--- src/design/tcc_pkg.sv ---
// shared constants, types and decode functions of the two-channel capture/compare timer
package tcc_pkg;

    // ==========================================================
    // clock and timing
    localparam int HCLK_PERIOD_NS = 10;
    localparam logic [15:0] CAPTURE_OFFSET = 16'h0002;
    localparam int PRESCALE_WIDTH = 6;
    localparam logic [2:0] PS_MAX_SEL = 3'h6;

    // ==========================================================
    // register indices; byte address is four times the index
    localparam logic [7:0] IDX_TIMER_CTRL = 8'h51;
    localparam logic [7:0] IDX_COUNT_HIGH = 8'h52;
    localparam logic [7:0] IDX_COUNT_LOW = 8'h53;
    localparam logic [7:0] IDX_MOD_HIGH = 8'h54;
    localparam logic [7:0] IDX_MOD_LOW = 8'h55;
    localparam logic [7:0] IDX_CHAN0_CTRL = 8'h56;
    localparam logic [7:0] IDX_CHAN0_HIGH = 8'h57;
    localparam logic [7:0] IDX_CHAN0_LOW = 8'h58;
    localparam logic [7:0] IDX_CHAN1_CTRL = 8'h59;
    localparam logic [7:0] IDX_CHAN1_HIGH = 8'h5A;
    localparam logic [7:0] IDX_CHAN1_LOW = 8'h5B;
    localparam logic [7:0] IDX_CHAN_STRIDE = 8'h03;

    // ==========================================================
    // timer control fields
    localparam int TCTRL_FLAG_BIT = 7;
    localparam int TCTRL_IE_BIT = 6;
    localparam int TCTRL_STOP_BIT = 5;
    localparam int TCTRL_RESET_BIT = 4;
    localparam int TCTRL_PS_LSB = 0;
    localparam logic [7:0] TCTRL_RESET = 8'h20;
    localparam logic [15:0] MOD_RESET = 16'hFFFF;

    // ==========================================================
    // channel control fields
    localparam int CCTRL_FLAG_BIT = 7;
    localparam int CCTRL_IE_BIT = 6;
    localparam int CCTRL_MSB_BIT = 5;
    localparam int CCTRL_MSA_BIT = 4;
    localparam int CCTRL_ELSB_BIT = 3;
    localparam int CCTRL_ELSA_BIT = 2;
    localparam int CCTRL_TOV_BIT = 1;
    localparam int CCTRL_MAX_BIT = 0;
    localparam logic [7:0] CCTRL_RESET = 8'h00;

    typedef enum logic [1:0] {
        TCC_MODE_CAPTURE = 2'h0,
        TCC_MODE_COMPARE = 2'h1,
        TCC_MODE_BUFFERED = 2'h3
    } tcc_mode_type;

    // buffered select outranks the other mode bit
    function automatic tcc_mode_type tcc_mode(input logic msb, input logic msa);
        if (msb) begin
            return TCC_MODE_BUFFERED;
        end
        return msa ? TCC_MODE_COMPARE : TCC_MODE_CAPTURE;
    endfunction

    // prescaler mask: divide by two to the power of the select, top select reused
    function automatic logic [PRESCALE_WIDTH-1:0] tcc_div_mask(input logic [2:0] ps);
        logic [2:0] sel;
        sel = (ps > PS_MAX_SEL) ? PS_MAX_SEL : ps;
        return PRESCALE_WIDTH'((7'h01 << sel) - 7'h01);
    endfunction

endpackage

--- src/design/tcc_chan_if.sv ---
// carrier between the timer core and one channel
`timescale 1ns/1ps
interface tcc_chan_if;
    logic wr_ctrl;
    logic wr_high;
    logic wr_low;
    logic rd_ctrl;
    logic [7:0] wdata;
    logic [15:0] count;
    logic cnt_upd;
    logic ovf;
    logic suspend;
    logic pin_in;
    logic [15:0] cmp_value;
    logic [7:0] ctrl;
    logic [15:0] value;
    logic pin_out;
    logic pin_oe;
    logic irq;

    modport timer (
        output wr_ctrl, wr_high, wr_low, rd_ctrl, wdata, count, cnt_upd, ovf, suspend, pin_in, cmp_value,
        input ctrl, value, pin_out, pin_oe, irq
    );
    modport chan (
        input wr_ctrl, wr_high, wr_low, rd_ctrl, wdata, count, cnt_upd, ovf, suspend, pin_in, cmp_value,
        output ctrl, value, pin_out, pin_oe, irq
    );
endinterface

--- src/design/tcc_top.sv ---
// two-channel capture/compare/pwm timer with its counter and AHB-Lite register slave
//
// The AHB-Lite register port and the register addresses were decided locally.
`timescale 1ns/1ps
//Behaviour
// capture loads 16-bit value into two bytes
// edge select bits choose capture polarity
// captured value is counter plus two
// every qualifying edge overwrites the value
// capture flag requests interrupt when enabled
// reset leaves value registers untouched
// compare match sets, clears or toggles pin
// compare match sets flag, interrupt if enabled
// unbuffered value write takes effect directly
// software writes smaller values from compare interrupt
// buffered select links channels onto pin zero
// last written channel controls after overflow
// linked pair uses channel zero control only
// software writes only the inactive channel
// toggle on overflow at modulo rollover
// pulse width is overflow to compare match
// modulo 255 undivided gives 256-cycle period
// value 128 gives half duty cycle
// software picks clear or set per level
// software avoids toggle on compare for pwm
// mode encoding, buffered bit has priority
// no overflow toggle zero duty, max full
// counter clocked from seven prescaled rates
// match on counter value equal once per period
// pin passes two stages before edge detect
module tcc_top (
    input wire logic hclk,
    input wire logic hresetn,
    input wire logic hsel,
    input wire logic [31:0] haddr,
    input wire logic [1:0] htrans,
    input wire logic hwrite,
    input wire logic [2:0] hsize,
    input wire logic [31:0] hwdata,
    input wire logic hready,
    output logic hreadyout,
    output logic hresp,
    output logic [31:0] hrdata,
    input wire logic chan0_pin_in,
    output logic chan0_pin_out,
    output logic chan0_pin_oe,
    input wire logic chan1_pin_in,
    output logic chan1_pin_out,
    output logic chan1_pin_oe,
    output logic chan0_irq,
    output logic chan1_irq,
    output logic overflow_irq
);
    import tcc_pkg::*;

    tcc_chan_if cif[2] ();

    // ==========================================================
    // bus address phase capture
    logic a_valid;
    logic a_write;
    logic [7:0] a_index;
    logic next_a_valid;
    logic next_a_write;
    logic [7:0] next_a_index;
    logic addr_ok;
    logic wr_now;
    logic rd_now;
    logic [7:0] wbyte;

    always_comb begin
        // only whole aligned words inside the low window are mapped
        addr_ok = (haddr[31:10] == 22'h000000) && (haddr[1:0] == 2'h0) && (hsize == 3'h2);
        next_a_valid = hsel && hready && htrans[1] && addr_ok;
        next_a_write = hwrite;
        next_a_index = haddr[9:2];
    end

    always_ff @(posedge hclk or negedge hresetn) begin
        if (!hresetn) begin
            a_valid <= 1'b0;
            a_write <= 1'b0;
            a_index <= 8'h00;
        end else begin
            a_valid <= next_a_valid;
            a_write <= next_a_write;
            a_index <= next_a_index;
        end
    end

    assign wr_now = a_valid && a_write;
    assign rd_now = a_valid && !a_write;
    assign wbyte = hwdata[7:0];
    assign hreadyout = 1'b1;
    assign hresp = 1'b0;

    // ==========================================================
    // timer control, prescaler and counter
    logic [2:0] ps;
    logic stop;
    logic toie;
    logic tof;
    logic tof_armed;
    logic [PRESCALE_WIDTH-1:0] presc;
    logic [15:0] count;
    logic [15:0] modulo;
    logic cnt_upd;
    logic ovf;
    logic [2:0] next_ps;
    logic next_stop;
    logic next_toie;
    logic next_tof;
    logic next_tof_armed;
    logic [PRESCALE_WIDTH-1:0] next_presc;
    logic [15:0] next_count;
    logic [15:0] next_modulo;
    logic next_cnt_upd;
    logic next_ovf;
    logic tick;
    logic roll;
    logic wr_tctrl;

    always_comb begin
        wr_tctrl = wr_now && (a_index == IDX_TIMER_CTRL);
        next_ps = ps;
        next_stop = stop;
        next_toie = toie;
        next_tof = tof;
        next_tof_armed = tof_armed;
        next_modulo = modulo;
        next_presc = presc;
        next_count = count;
        tick = 1'b0;
        roll = 1'b0;
        if (wr_tctrl) begin
            next_ps = wbyte[TCTRL_PS_LSB +: 3];
            next_stop = wbyte[TCTRL_STOP_BIT];
            next_toie = wbyte[TCTRL_IE_BIT];
        end
        if (wr_now && (a_index == IDX_MOD_HIGH)) begin
            next_modulo[15:8] = wbyte;
        end
        if (wr_now && (a_index == IDX_MOD_LOW)) begin
            next_modulo[7:0] = wbyte;
        end
        if (!stop) begin
            // divide by 1, 2, 4 .. 64
            tick = ((presc & tcc_div_mask(ps)) == tcc_div_mask(ps));
            next_presc = presc + PRESCALE_WIDTH'(1);
            if (tick) begin
                next_presc = '0;
                roll = (count == modulo);
                next_count = roll ? 16'h0000 : count + 16'h0001;
            end
        end
        if (wr_tctrl && wbyte[TCTRL_RESET_BIT]) begin
            next_presc = '0;
            next_count = 16'h0000;
            tick = 1'b0;
            roll = 1'b0;
        end
        if (rd_now && (a_index == IDX_TIMER_CTRL) && tof) begin
            next_tof_armed = 1'b1;
        end
        if (wr_tctrl && !wbyte[TCTRL_FLAG_BIT] && tof_armed) begin
            next_tof = 1'b0;
            next_tof_armed = 1'b0;
        end
        if (roll) begin
            next_tof = 1'b1;
            next_tof_armed = 1'b0;
        end
        next_cnt_upd = tick;
        next_ovf = roll;
    end

    always_ff @(posedge hclk or negedge hresetn) begin
        if (!hresetn) begin
            ps <= TCTRL_RESET[TCTRL_PS_LSB +: 3];
            stop <= TCTRL_RESET[TCTRL_STOP_BIT];
            toie <= TCTRL_RESET[TCTRL_IE_BIT];
            tof <= TCTRL_RESET[TCTRL_FLAG_BIT];
            tof_armed <= 1'b0;
            presc <= '0;
            count <= 16'h0000;
            modulo <= MOD_RESET;
            cnt_upd <= 1'b0;
            ovf <= 1'b0;
        end else begin
            ps <= next_ps;
            stop <= next_stop;
            toie <= next_toie;
            tof <= next_tof;
            tof_armed <= next_tof_armed;
            presc <= next_presc;
            count <= next_count;
            modulo <= next_modulo;
            cnt_upd <= next_cnt_upd;
            ovf <= next_ovf;
        end
    end

    // ==========================================================
    // channel linking for buffered operation
    logic linked;
    logic active_sel;
    logic written_last;
    logic next_active_sel;
    logic next_written_last;
    logic wr_val0;
    logic wr_val1;

    always_comb begin
        linked = cif[0].ctrl[CCTRL_MSB_BIT];
        wr_val0 = wr_now && ((a_index == IDX_CHAN0_HIGH) || (a_index == IDX_CHAN0_LOW));
        wr_val1 = wr_now && ((a_index == IDX_CHAN1_HIGH) || (a_index == IDX_CHAN1_LOW));
        next_active_sel = active_sel;
        next_written_last = written_last;
        if (!linked) begin
            // channel 0 always starts in control once linking begins
            next_active_sel = 1'b0;
            next_written_last = 1'b0;
        end else begin
            if (wr_val1) begin
                next_written_last = 1'b1;
            end else if (wr_val0) begin
                next_written_last = 1'b0;
            end
            if (ovf) begin
                next_active_sel = written_last;
            end
        end
    end

    always_ff @(posedge hclk or negedge hresetn) begin
        if (!hresetn) begin
            active_sel <= 1'b0;
            written_last <= 1'b0;
        end else begin
            active_sel <= next_active_sel;
            written_last <= next_written_last;
        end
    end

    // ==========================================================
    // channel instances
    logic [1:0] pin_in_bus;

    assign pin_in_bus = {chan1_pin_in, chan0_pin_in};

    generate
        for (genvar i = 0; i < 2; i++) begin : g_chan
            localparam logic [7:0] BASE = IDX_CHAN0_CTRL + 8'(i) * IDX_CHAN_STRIDE;
            assign cif[i].wr_ctrl = wr_now && (a_index == BASE);
            assign cif[i].wr_high = wr_now && (a_index == BASE + 8'h01);
            assign cif[i].wr_low = wr_now && (a_index == BASE + 8'h02);
            assign cif[i].rd_ctrl = rd_now && (a_index == BASE);
            assign cif[i].wdata = wbyte;
            assign cif[i].count = count;
            assign cif[i].cnt_upd = cnt_upd;
            assign cif[i].ovf = ovf;
            assign cif[i].pin_in = pin_in_bus[i];
            tcc_chan #(
                .LINK_MASTER(i == 0)
            ) u_chan (
                .hclk(hclk),
                .hresetn(hresetn),
                .cif(cif[i])
            );
        end
    endgenerate

    assign cif[0].suspend = 1'b0;
    assign cif[1].suspend = linked;
    assign cif[0].cmp_value = (linked && active_sel) ? cif[1].value : cif[0].value;
    assign cif[1].cmp_value = cif[1].value;

    assign chan0_pin_out = cif[0].pin_out;
    assign chan0_pin_oe = cif[0].pin_oe;
    assign chan1_pin_out = cif[1].pin_out;
    assign chan1_pin_oe = cif[1].pin_oe;
    assign chan0_irq = cif[0].irq;
    assign chan1_irq = cif[1].irq;
    assign overflow_irq = tof && toie;

    // ==========================================================
    // read mux over registered index, valid in the data phase
    always_comb begin
        hrdata = 32'h00000000;
        if (rd_now) begin
            case (a_index)
                IDX_TIMER_CTRL: hrdata[7:0] = {tof, toie, stop, 2'h0, ps};
                IDX_COUNT_HIGH: hrdata[7:0] = count[15:8];
                IDX_COUNT_LOW: hrdata[7:0] = count[7:0];
                IDX_MOD_HIGH: hrdata[7:0] = modulo[15:8];
                IDX_MOD_LOW: hrdata[7:0] = modulo[7:0];
                IDX_CHAN0_CTRL: hrdata[7:0] = cif[0].ctrl;
                IDX_CHAN0_HIGH: hrdata[7:0] = cif[0].value[15:8];
                IDX_CHAN0_LOW: hrdata[7:0] = cif[0].value[7:0];
                IDX_CHAN1_CTRL: hrdata[7:0] = cif[1].ctrl;
                IDX_CHAN1_HIGH: hrdata[7:0] = cif[1].value[15:8];
                IDX_CHAN1_LOW: hrdata[7:0] = cif[1].value[7:0];
                default: hrdata = 32'h00000000;
            endcase
        end
    end
endmodule

--- src/design/tcc_chan.sv ---
// one capture/compare/pwm channel
`timescale 1ns/1ps
module tcc_chan #(
    parameter bit LINK_MASTER = 1'b0
) (
    input wire logic hclk,
    input wire logic hresetn,
    tcc_chan_if.chan cif
);
    import tcc_pkg::*;

    logic [6:0] cfg;
    logic flag;
    logic armed;
    logic [15:0] val;
    logic sync1, sync2, sync3;
    logic pin_q;
    logic [6:0] next_cfg;
    logic next_flag;
    logic next_armed;
    logic [15:0] next_val;
    logic next_pin;
    tcc_mode_type mode;
    logic capturing, comparing, edge_hit, match, evt, clear_req;

    // ==========================================================
    // event detection
    always_comb begin
        mode = tcc_mode(cfg[CCTRL_MSB_BIT], cfg[CCTRL_MSA_BIT]);
        capturing = !cif.suspend && (mode == TCC_MODE_CAPTURE);
        comparing = !cif.suspend && (mode != TCC_MODE_CAPTURE);
        // 01 rising, 10 falling, 11 either
        edge_hit = capturing && ((cfg[CCTRL_ELSA_BIT] && sync2 && !sync3) ||
                                 (cfg[CCTRL_ELSB_BIT] && !sync2 && sync3));
        match = comparing && cif.cnt_upd && (cif.count == cif.cmp_value);
        evt = edge_hit || match;
        clear_req = cif.wr_ctrl && !cif.wdata[CCTRL_FLAG_BIT] && armed;
    end

    // ==========================================================
    // control and flag
    always_comb begin
        next_cfg = cfg;
        next_flag = flag;
        next_armed = armed;
        if (cif.wr_ctrl) begin
            next_cfg = cif.wdata[6:0];
            if (!LINK_MASTER) begin
                next_cfg[CCTRL_MSB_BIT] = 1'b0;
            end
        end
        if (cif.rd_ctrl && flag) begin
            next_armed = 1'b1;
        end
        if (clear_req) begin
            next_flag = 1'b0;
            next_armed = 1'b0;
        end
        // a new event outranks a clear in the same cycle
        if (evt) begin
            next_flag = 1'b1;
            next_armed = 1'b0;
        end
    end

    always_ff @(posedge hclk or negedge hresetn) begin
        if (!hresetn) begin
            cfg <= CCTRL_RESET[6:0];
            flag <= 1'b0;
            armed <= 1'b0;
        end else begin
            cfg <= next_cfg;
            flag <= next_flag;
            armed <= next_armed;
        end
    end

    // ==========================================================
    // value register, left alone by reset
    always_comb begin
        next_val = val;
        if (cif.wr_high) begin
            next_val[15:8] = cif.wdata;
        end
        if (cif.wr_low) begin
            next_val[7:0] = cif.wdata;
        end
        if (edge_hit) begin
            next_val = cif.count + CAPTURE_OFFSET;
        end
    end

    always_ff @(posedge hclk) begin
        val <= next_val;
    end

    // ==========================================================
    // pin synchroniser and output
    always_comb begin
        next_pin = pin_q;
        if (comparing && cif.ovf && cfg[CCTRL_TOV_BIT]) begin
            next_pin = !pin_q;
        end
        if (match) begin
            case ({cfg[CCTRL_ELSB_BIT], cfg[CCTRL_ELSA_BIT]})
                2'h1: next_pin = !pin_q;
                2'h2: next_pin = 1'b0;
                2'h3: next_pin = 1'b1;
                default: next_pin = next_pin;
            endcase
        end
        if (comparing && cfg[CCTRL_MAX_BIT] && !cfg[CCTRL_TOV_BIT]) begin
            next_pin = 1'b1;
        end
    end

    always_ff @(posedge hclk or negedge hresetn) begin
        if (!hresetn) begin
            sync1 <= 1'b0;
            sync2 <= 1'b0;
            sync3 <= 1'b0;
            pin_q <= 1'b0;
        end else begin
            sync1 <= cif.pin_in;
            sync2 <= sync1;
            sync3 <= sync2;
            pin_q <= next_pin;
        end
    end

    assign cif.ctrl = {flag, cfg};
    assign cif.value = val;
    assign cif.pin_out = pin_q;
    // a suspended channel leaves its pin to general-purpose use
    assign cif.pin_oe = comparing && (cfg[CCTRL_ELSB_BIT] || cfg[CCTRL_ELSA_BIT]);
    assign cif.irq = flag && cfg[CCTRL_IE_BIT];
endmodule

--- config.mk ---
export PLATFORM = sky130hd
export DESIGN_NAME = tcc_top
export DESIGN_NICKNAME = d
export VERILOG_FILES = /design/src/design/tcc_pkg.sv /design/src/design/tcc_chan_if.sv /design/src/design/tcc_top.sv /design/src/design/tcc_chan.sv
export SDC_FILE = /design/constraint.sdc
export NUM_CORES = 1
export LEC_CHECK = 0
export BUFFER_PORTS_ARGS = -buffer_cell sky130_fd_sc_hd__buf_2
export CORE_ASPECT_RATIO = 0.9
export CORE_MARGIN = 2
export CORE_UTILIZATION = 55
export DETAILED_ROUTE_END_ITERATION = 7
export MAX_ROUTING_LAYER = met4
export PLACE_DENSITY = 0.81
export SLEW_MARGIN = 20
export SYNTH_ARGS = -nofsm -noshare
export SYNTH_HDL_FRONTEND = slang
export SYNTH_HIERARCHICAL = 1
export SYNTH_SLANG_ARGS = --single-unit
--- constraint.sdc ---
create_clock -name hclk -period 6.97 [get_ports hclk]
set_input_delay 1.0455 -clock hclk [delete_from_list [all_inputs] [get_ports hclk]]
set_output_delay 1.0455 -clock hclk [all_outputs]
set_load 0.05 [all_outputs]
# After elaboration in Yosys (flattened, before gate mapping)
# Cells that the tools add are included.
[op_classes]
bitwise_logic = 1
muxes = 55
n_addsub = 4
magnitude_cmp = 1
shift = 1
eq_ne = 25
reduce_logical = 98
[ops]
columns = ["op", "n"]
rows = [
  ["16-bit two-way mux", 7],
  ["8-bit by 7-bit == test with 1-bit output (second input constant)", 11],
  ["8-bit case mux with 11 select lines", 1],
  ["1-bit logical AND", 61],
  ["16-bit == test", 3],
  ["8-bit two-way mux", 5],
  ["1-bit two-way mux", 34],
  ["22-bit zero test", 1],
  ["2-bit nonzero test", 10],
  ["6-bit two-way mux", 3],
  ["16-bit by 1-bit adder with 16-bit output (second input constant)", 1],
  ["16-bit by 2-bit adder with 16-bit output (second input constant)", 1],
  ["1-bit zero test", 11],
  ["3-bit nonzero test", 3],
  ["2-bit == test (second input constant)", 4],
  ["1-bit logical OR", 8],
  ["6-bit by 1-bit adder with 6-bit output (second input constant)", 1],
  ["6-bit AND", 1],
  ["6-bit == test", 1],
  ["2-bit zero test", 3],
  ["1-bit case mux with 3 select lines", 2],
  ["1-bit by 3-bit << shifter with 6-bit output (first input constant)", 1],
  ["6-bit by 1-bit subtractor with 6-bit output (second input constant)", 1],
  ["2-bit by 1-bit == test with 1-bit output (second input constant)", 2],
  ["8 further kinds", 9],
]
[totals]
elab_cells = 219
in_bits = 76
ff_bits = 116
output_inout_bits = 41

# Depth between registers and ports, before layout
[logic_depth]
ltp_word = 10
ltp_mapped = 8
mapped_depth_nobuf = 7

# Cells and area by module
# Netlist, hierarchy kept.
[modules_own_cells]
columns = ["mod", "seq_area_each_um2", "n_inst", "cells_per_inst", "area_each_um2"]
rows = [
  ["tcc_top", 1497.7, 1, 457, 4386.7],
  ["tcc_chan (g_chan[1].u_chan)", 780.7, 1, 144, 1599.0],
  ["tcc_chan (g_chan[0].u_chan)", 805.8, 1, 147, 1596.5],
]

# Worst setup path before layout
# Ideal clock, no wire load.
[synth_timing]
kind = "reg-to-output"
startpoint = "register a_index[3]"
endpoint = "output hrdata[7]"
stages_incl_launch_ff = 8
n_path_buf = 3
arrival_time_ps = 2162
required_ps = 5924
setup_slack_ps = 3762
cell_sequence = "dfrtp_1 -> buf_2 -> nor2b_1 -> buf_2 -> buf_2 -> a21oi_1 -> a2111o_1 -> a21oi_1"
[synth_between]
elab_chain_len = 3
elab_cells_between_ends = 13
cone_classes = "eq/ne (11); mux (2)"
[synth_rtl]
columns = ["item", "line_no", "text"]
rows = [
  ["start: declaration", "tcc_top.sv:62", "logic [7:0] a_index;"],
  ["start signal: assignment", "tcc_top.sv:87", "a_index <= next_a_index;"],
  ["8-bit by 7-bit == test with 1-bit output", "tcc_top.sv:291", "case (a_index)"],
  ["8-bit case mux with 11 select lines *", "tcc_top.sv:291", ""],
  ["8-bit two-way mux *", "tcc_top.sv:290", "if (rd_now) begin"],
  ["end: declaration", "tcc_top.sv:43", "output logic [31:0] hrdata,"],
]
# Mark *: on every way between the ends. The rest lies on a longest branch, timed or not.

# Final worst setup path
[layout_timing]
startpoint = "register a_index[3]"
endpoint = "output hrdata[5]"
# Same word-level chain as after synthesis.

==> impl_results.md <==
- Outcome: complete, no violations
- Ys async rst share: 0.724
- Largest area contributor in the netlist: dfrtp_1
- Count of final hold-check violations: 0
- Via Count: 6374
- Pre-antenna DRT Iters: 7
- Crit path time final: 4340 ps
- Ys Warns: 6
- Grt ovf: 0
- Setup repair bufs after CTS: 0
- P_int: 1.37 mW
- Die width: 128 µm
- HPWL after DPL: 15.9 mm
- Die area: 14700 µm²
- Hold-fix buffers, CTS: 0
- Final Instance Area: 8510 µm²
- Yosys reg bits: 116
- CP arrival: 3290 ps
- Peak VDD IR: 0.239 mV
- Commonest cells in the netlist: 67 x dfrtp_1, 58 x nand2_1, 50 x mux2_2, 40 x a21oi_1, 40 x xor2_1
- Clock sink count: 116
- Worst-Margin Slew: 1040 ps
- Buf/Inv on CP: 2
- GRT Util Overall: 0.323
- I/O pin count: 117
- Routed WL: 22.5 mm
- Clock Power Share: 0.445
- Fin util: 0.634
- CTS buffer count: 17
- Net Sw Power: 0.566 mW
- Most frequent cell after synthesis: dfrtp_1
- Hold Path Depth: 0
- Sequence of cells on the critical path: buf_4 > nor2b_1 > nand2_1 > nor2_1 > a22oi_1 > a31oi_1 > buf_2
- Non-filler cells, final: 991
- Synth Flop Type: dfrtp_1
- Proportion of layout cells with a drive suffix above 1: 0.262
- Vias in the first global route: 6084
- Max Buffers Root-to-Sink: 2
- Syn_area_per_cell: 10.1 µm²
- Top post-synthesis cells by area: dfrtp_1 22%, edfxtp_1 13%, mux2_2 7.4%
- EDFF count, synth: 32
- Sequential share of power: 0.402
- Initial antenna violation count: 0
- Reg2reg end: g_chan[0].u_chan/cif.pin_out$_DFF_PN0_
- CP top delay family: simple AND/OR/NAND/NOR gates
- DR iter-0 viols: 683
- Register area share after synthesis: 0.407
- Combinational Power Share: 0.153
- Setup CP Type: register to primary output
- Final ANT Viol Nets: 0
- Share of the synthesized area in the top cell type: 0.221
- Pleak: 3.43 nW
- Worst Path Required: 5920 ps
- Die H: 115 µm
- DP Area: 7910 µm²
- Post-CTS sizing: 0
- Standard-cell rows: 40
- P&R area growth vs syn: 12.2%
- Critical path fanouts, max: 26
- Sw Share: 0.293
- Fin worst setup slack: 2630 ps
- Final Hold Slack: 352 ps
- Max-cap viol count: 0
- R2R depth: 7
- Final GP Congestion: 1.08
- Core Region: 13400 µm²
- Setup crit start kind: register
- Average routed wire per standard cell: 22.7 µm
- Clk_skew: 5.94 ps
- Setup-failing EPs final: 0
- CTS tree: built
- Port buffer count: 65
- Placed cells: 959
- Initial core utilization: 0.565
- R2R Setup Slk: 3950 ps
- PwrDens: 228 nW/µm²
- Hold Crit Start: g_chan[1].u_chan/sync1$_DFF_PN0_
- Worst-path clk slew: 60 ps
- Pin count of the biggest net entering global routing: 67
- WHS Endpoint: g_chan[1].u_chan/sync2$_DFF_PN0_
- Global-route wire length before repair: 34.3 mm
- Slew margin rel.: 0.304
- Mapped Cells: 748
- H-tree depth: 4
- Fin Setup TNS: 0 ps
- Max Slew Vio Count: 0
- CP max stage cell: nor2b_1
- Syn Std Cell Area: 7580 µm²
- Nets: 890
- DRC Markers: 0
- Post-Place Setup Slack: 3210 ps
- Fin crit share: 0.623
- Hold Path Class: register to register
- Yosys cell types: 83
- Root buf cell: clkbuf_16
- Antenna diodes: 0
- Clock Latency Late Sink: 420 ps
- Final Power: 1.94 mW
- Reg2reg start: g_chan[0].u_chan/cfg[5]$_DFFE_PN0P_
- Max stage delay on crit path: 870 ps
- Fmax: 230 MHz
- Vias per cell: 6.43
- RSZ-0062 raised after global routing: false
- Critical path endpoint category: primary output
[worst max-delay path by stage]
stage	start	endpoint	slack (ps)	cells past startpoint
after global placement	a_index[3]$_DFF_PN0_	hrdata[1]	3210	7
final	a_index[3]$_DFF_PN0_	hrdata[5]	2630	7
after CTS	a_index[3]$_DFF_PN0_	hrdata[5]	2750	7
after global routing	a_index[3]$_DFF_PN0_	hrdata[0]	2580	7
after floorplan	a_index[3]$_DFF_PN0_	hrdata[7]	3760	7
after detailed placement	a_index[3]$_DFF_PN0_	hrdata[5]	3210	7
[layout make-up]
cell class                 count  area [µm²]
multi-input combinational    586        4140
inverter                       7        26.3
tap                          168         210
fill                        1096        4910
clock inverter                12         116
sequential                   116        3080
clock buffer                  20         478
timing repair buffer          82         455
[cell usage in the layout, fill, tap and decap left out, types with 5 or more instances in the layout]
cell type | netlist | layout
dfrtp_1 | 67 | 67
buf_2 | 18 | 64
nand2_1 | 58 | 58
mux2_2 | 50 | 50
xor2_1 | 40 | 40
a21oi_1 | 40 | 40
xnor2_1 | 36 | 36
nor2_1 | 35 | 35
nand3_1 | 34 | 34
edfxtp_1 | 32 | 32
conb_1 | 3 | 30
o21ai_0 | 21 | 21
nor3_1 | 20 | 20
clkbuf_16 | 0 | 18
buf_4 | 33 | 18
dfstp_2 | 17 | 17
nand4_1 | 14 | 14
and3_1 | 14 | 14
mux2i_1 | 14 | 14
nand2b_1 | 12 | 12
a32oi_1 | 9 | 9
nor2b_1 | 10 | 9
nor4_1 | 9 | 9
a31oi_1 | 8 | 8
and2_1 | 8 | 8
nand3b_1 | 7 | 7
inv_1 | 7 | 7
a22oi_1 | 7 | 7
a22o_1 | 6 | 6
clkinvlp_4 | 0 | 5
[state kept, by name, summed over array words and instances, names as in the netlist, 2 cells and up]
| name | flops |
|---|---|
| a_index | 8 |
| cif.count | 16 |
| g_chan.u_chan/armed | 2 |
| g_chan.u_chan/cfg | 13 |
| g_chan.u_chan/cif.pin_out | 2 |
| g_chan.u_chan/cif.value | 32 |
| g_chan.u_chan/flag | 2 |
| g_chan.u_chan/sync1 | 2 |
| g_chan.u_chan/sync2 | 2 |
| g_chan.u_chan/sync3 | 2 |
| modulo | 16 |
| presc | 6 |
| ps | 3 |
[logic make-up (layout without fill, tap and decap cells)]
logic type | Yosys count | in the layout | share of synthesized area
other | 3 | 30 | 0.00149
adders and majority gates | 4 | 4 | 0.00660
xor gates and xnor gates | 76 | 76 | 0.0878
and+or+nand+nor | 260 | 260 | 0.197
buffers and inverters | 73 | 121 | 0.0614
DFF | 116 | 116 | 0.407
muxes | 67 | 67 | 0.0987
AOI/OAI and AO/OA | 149 | 149 | 0.140
[power groups by stage]
stage	sequential, mW	clock, mW	combinational, mW
3_5_place_dp	0.789	0	0.288
5_1_grt	0.782	0.901	0.321
4_1_cts	0.777	0.870	0.291
6_report	0.779	0.861	0.296
2_1_floorplan	0.790	0	0.199
3_3_place_gp	0.788	0	0.285
[layer usage]
metal,up-vias,wire (µm),global-route usage
met3,64,2600,0.0973
met4,0,674,0.138
met1,3077,9140,0.425
met2,379,10100,0.465
met5,-,0,-
li1,2854,-,-
No activity file was read; power rests on OpenSTA's default activity.
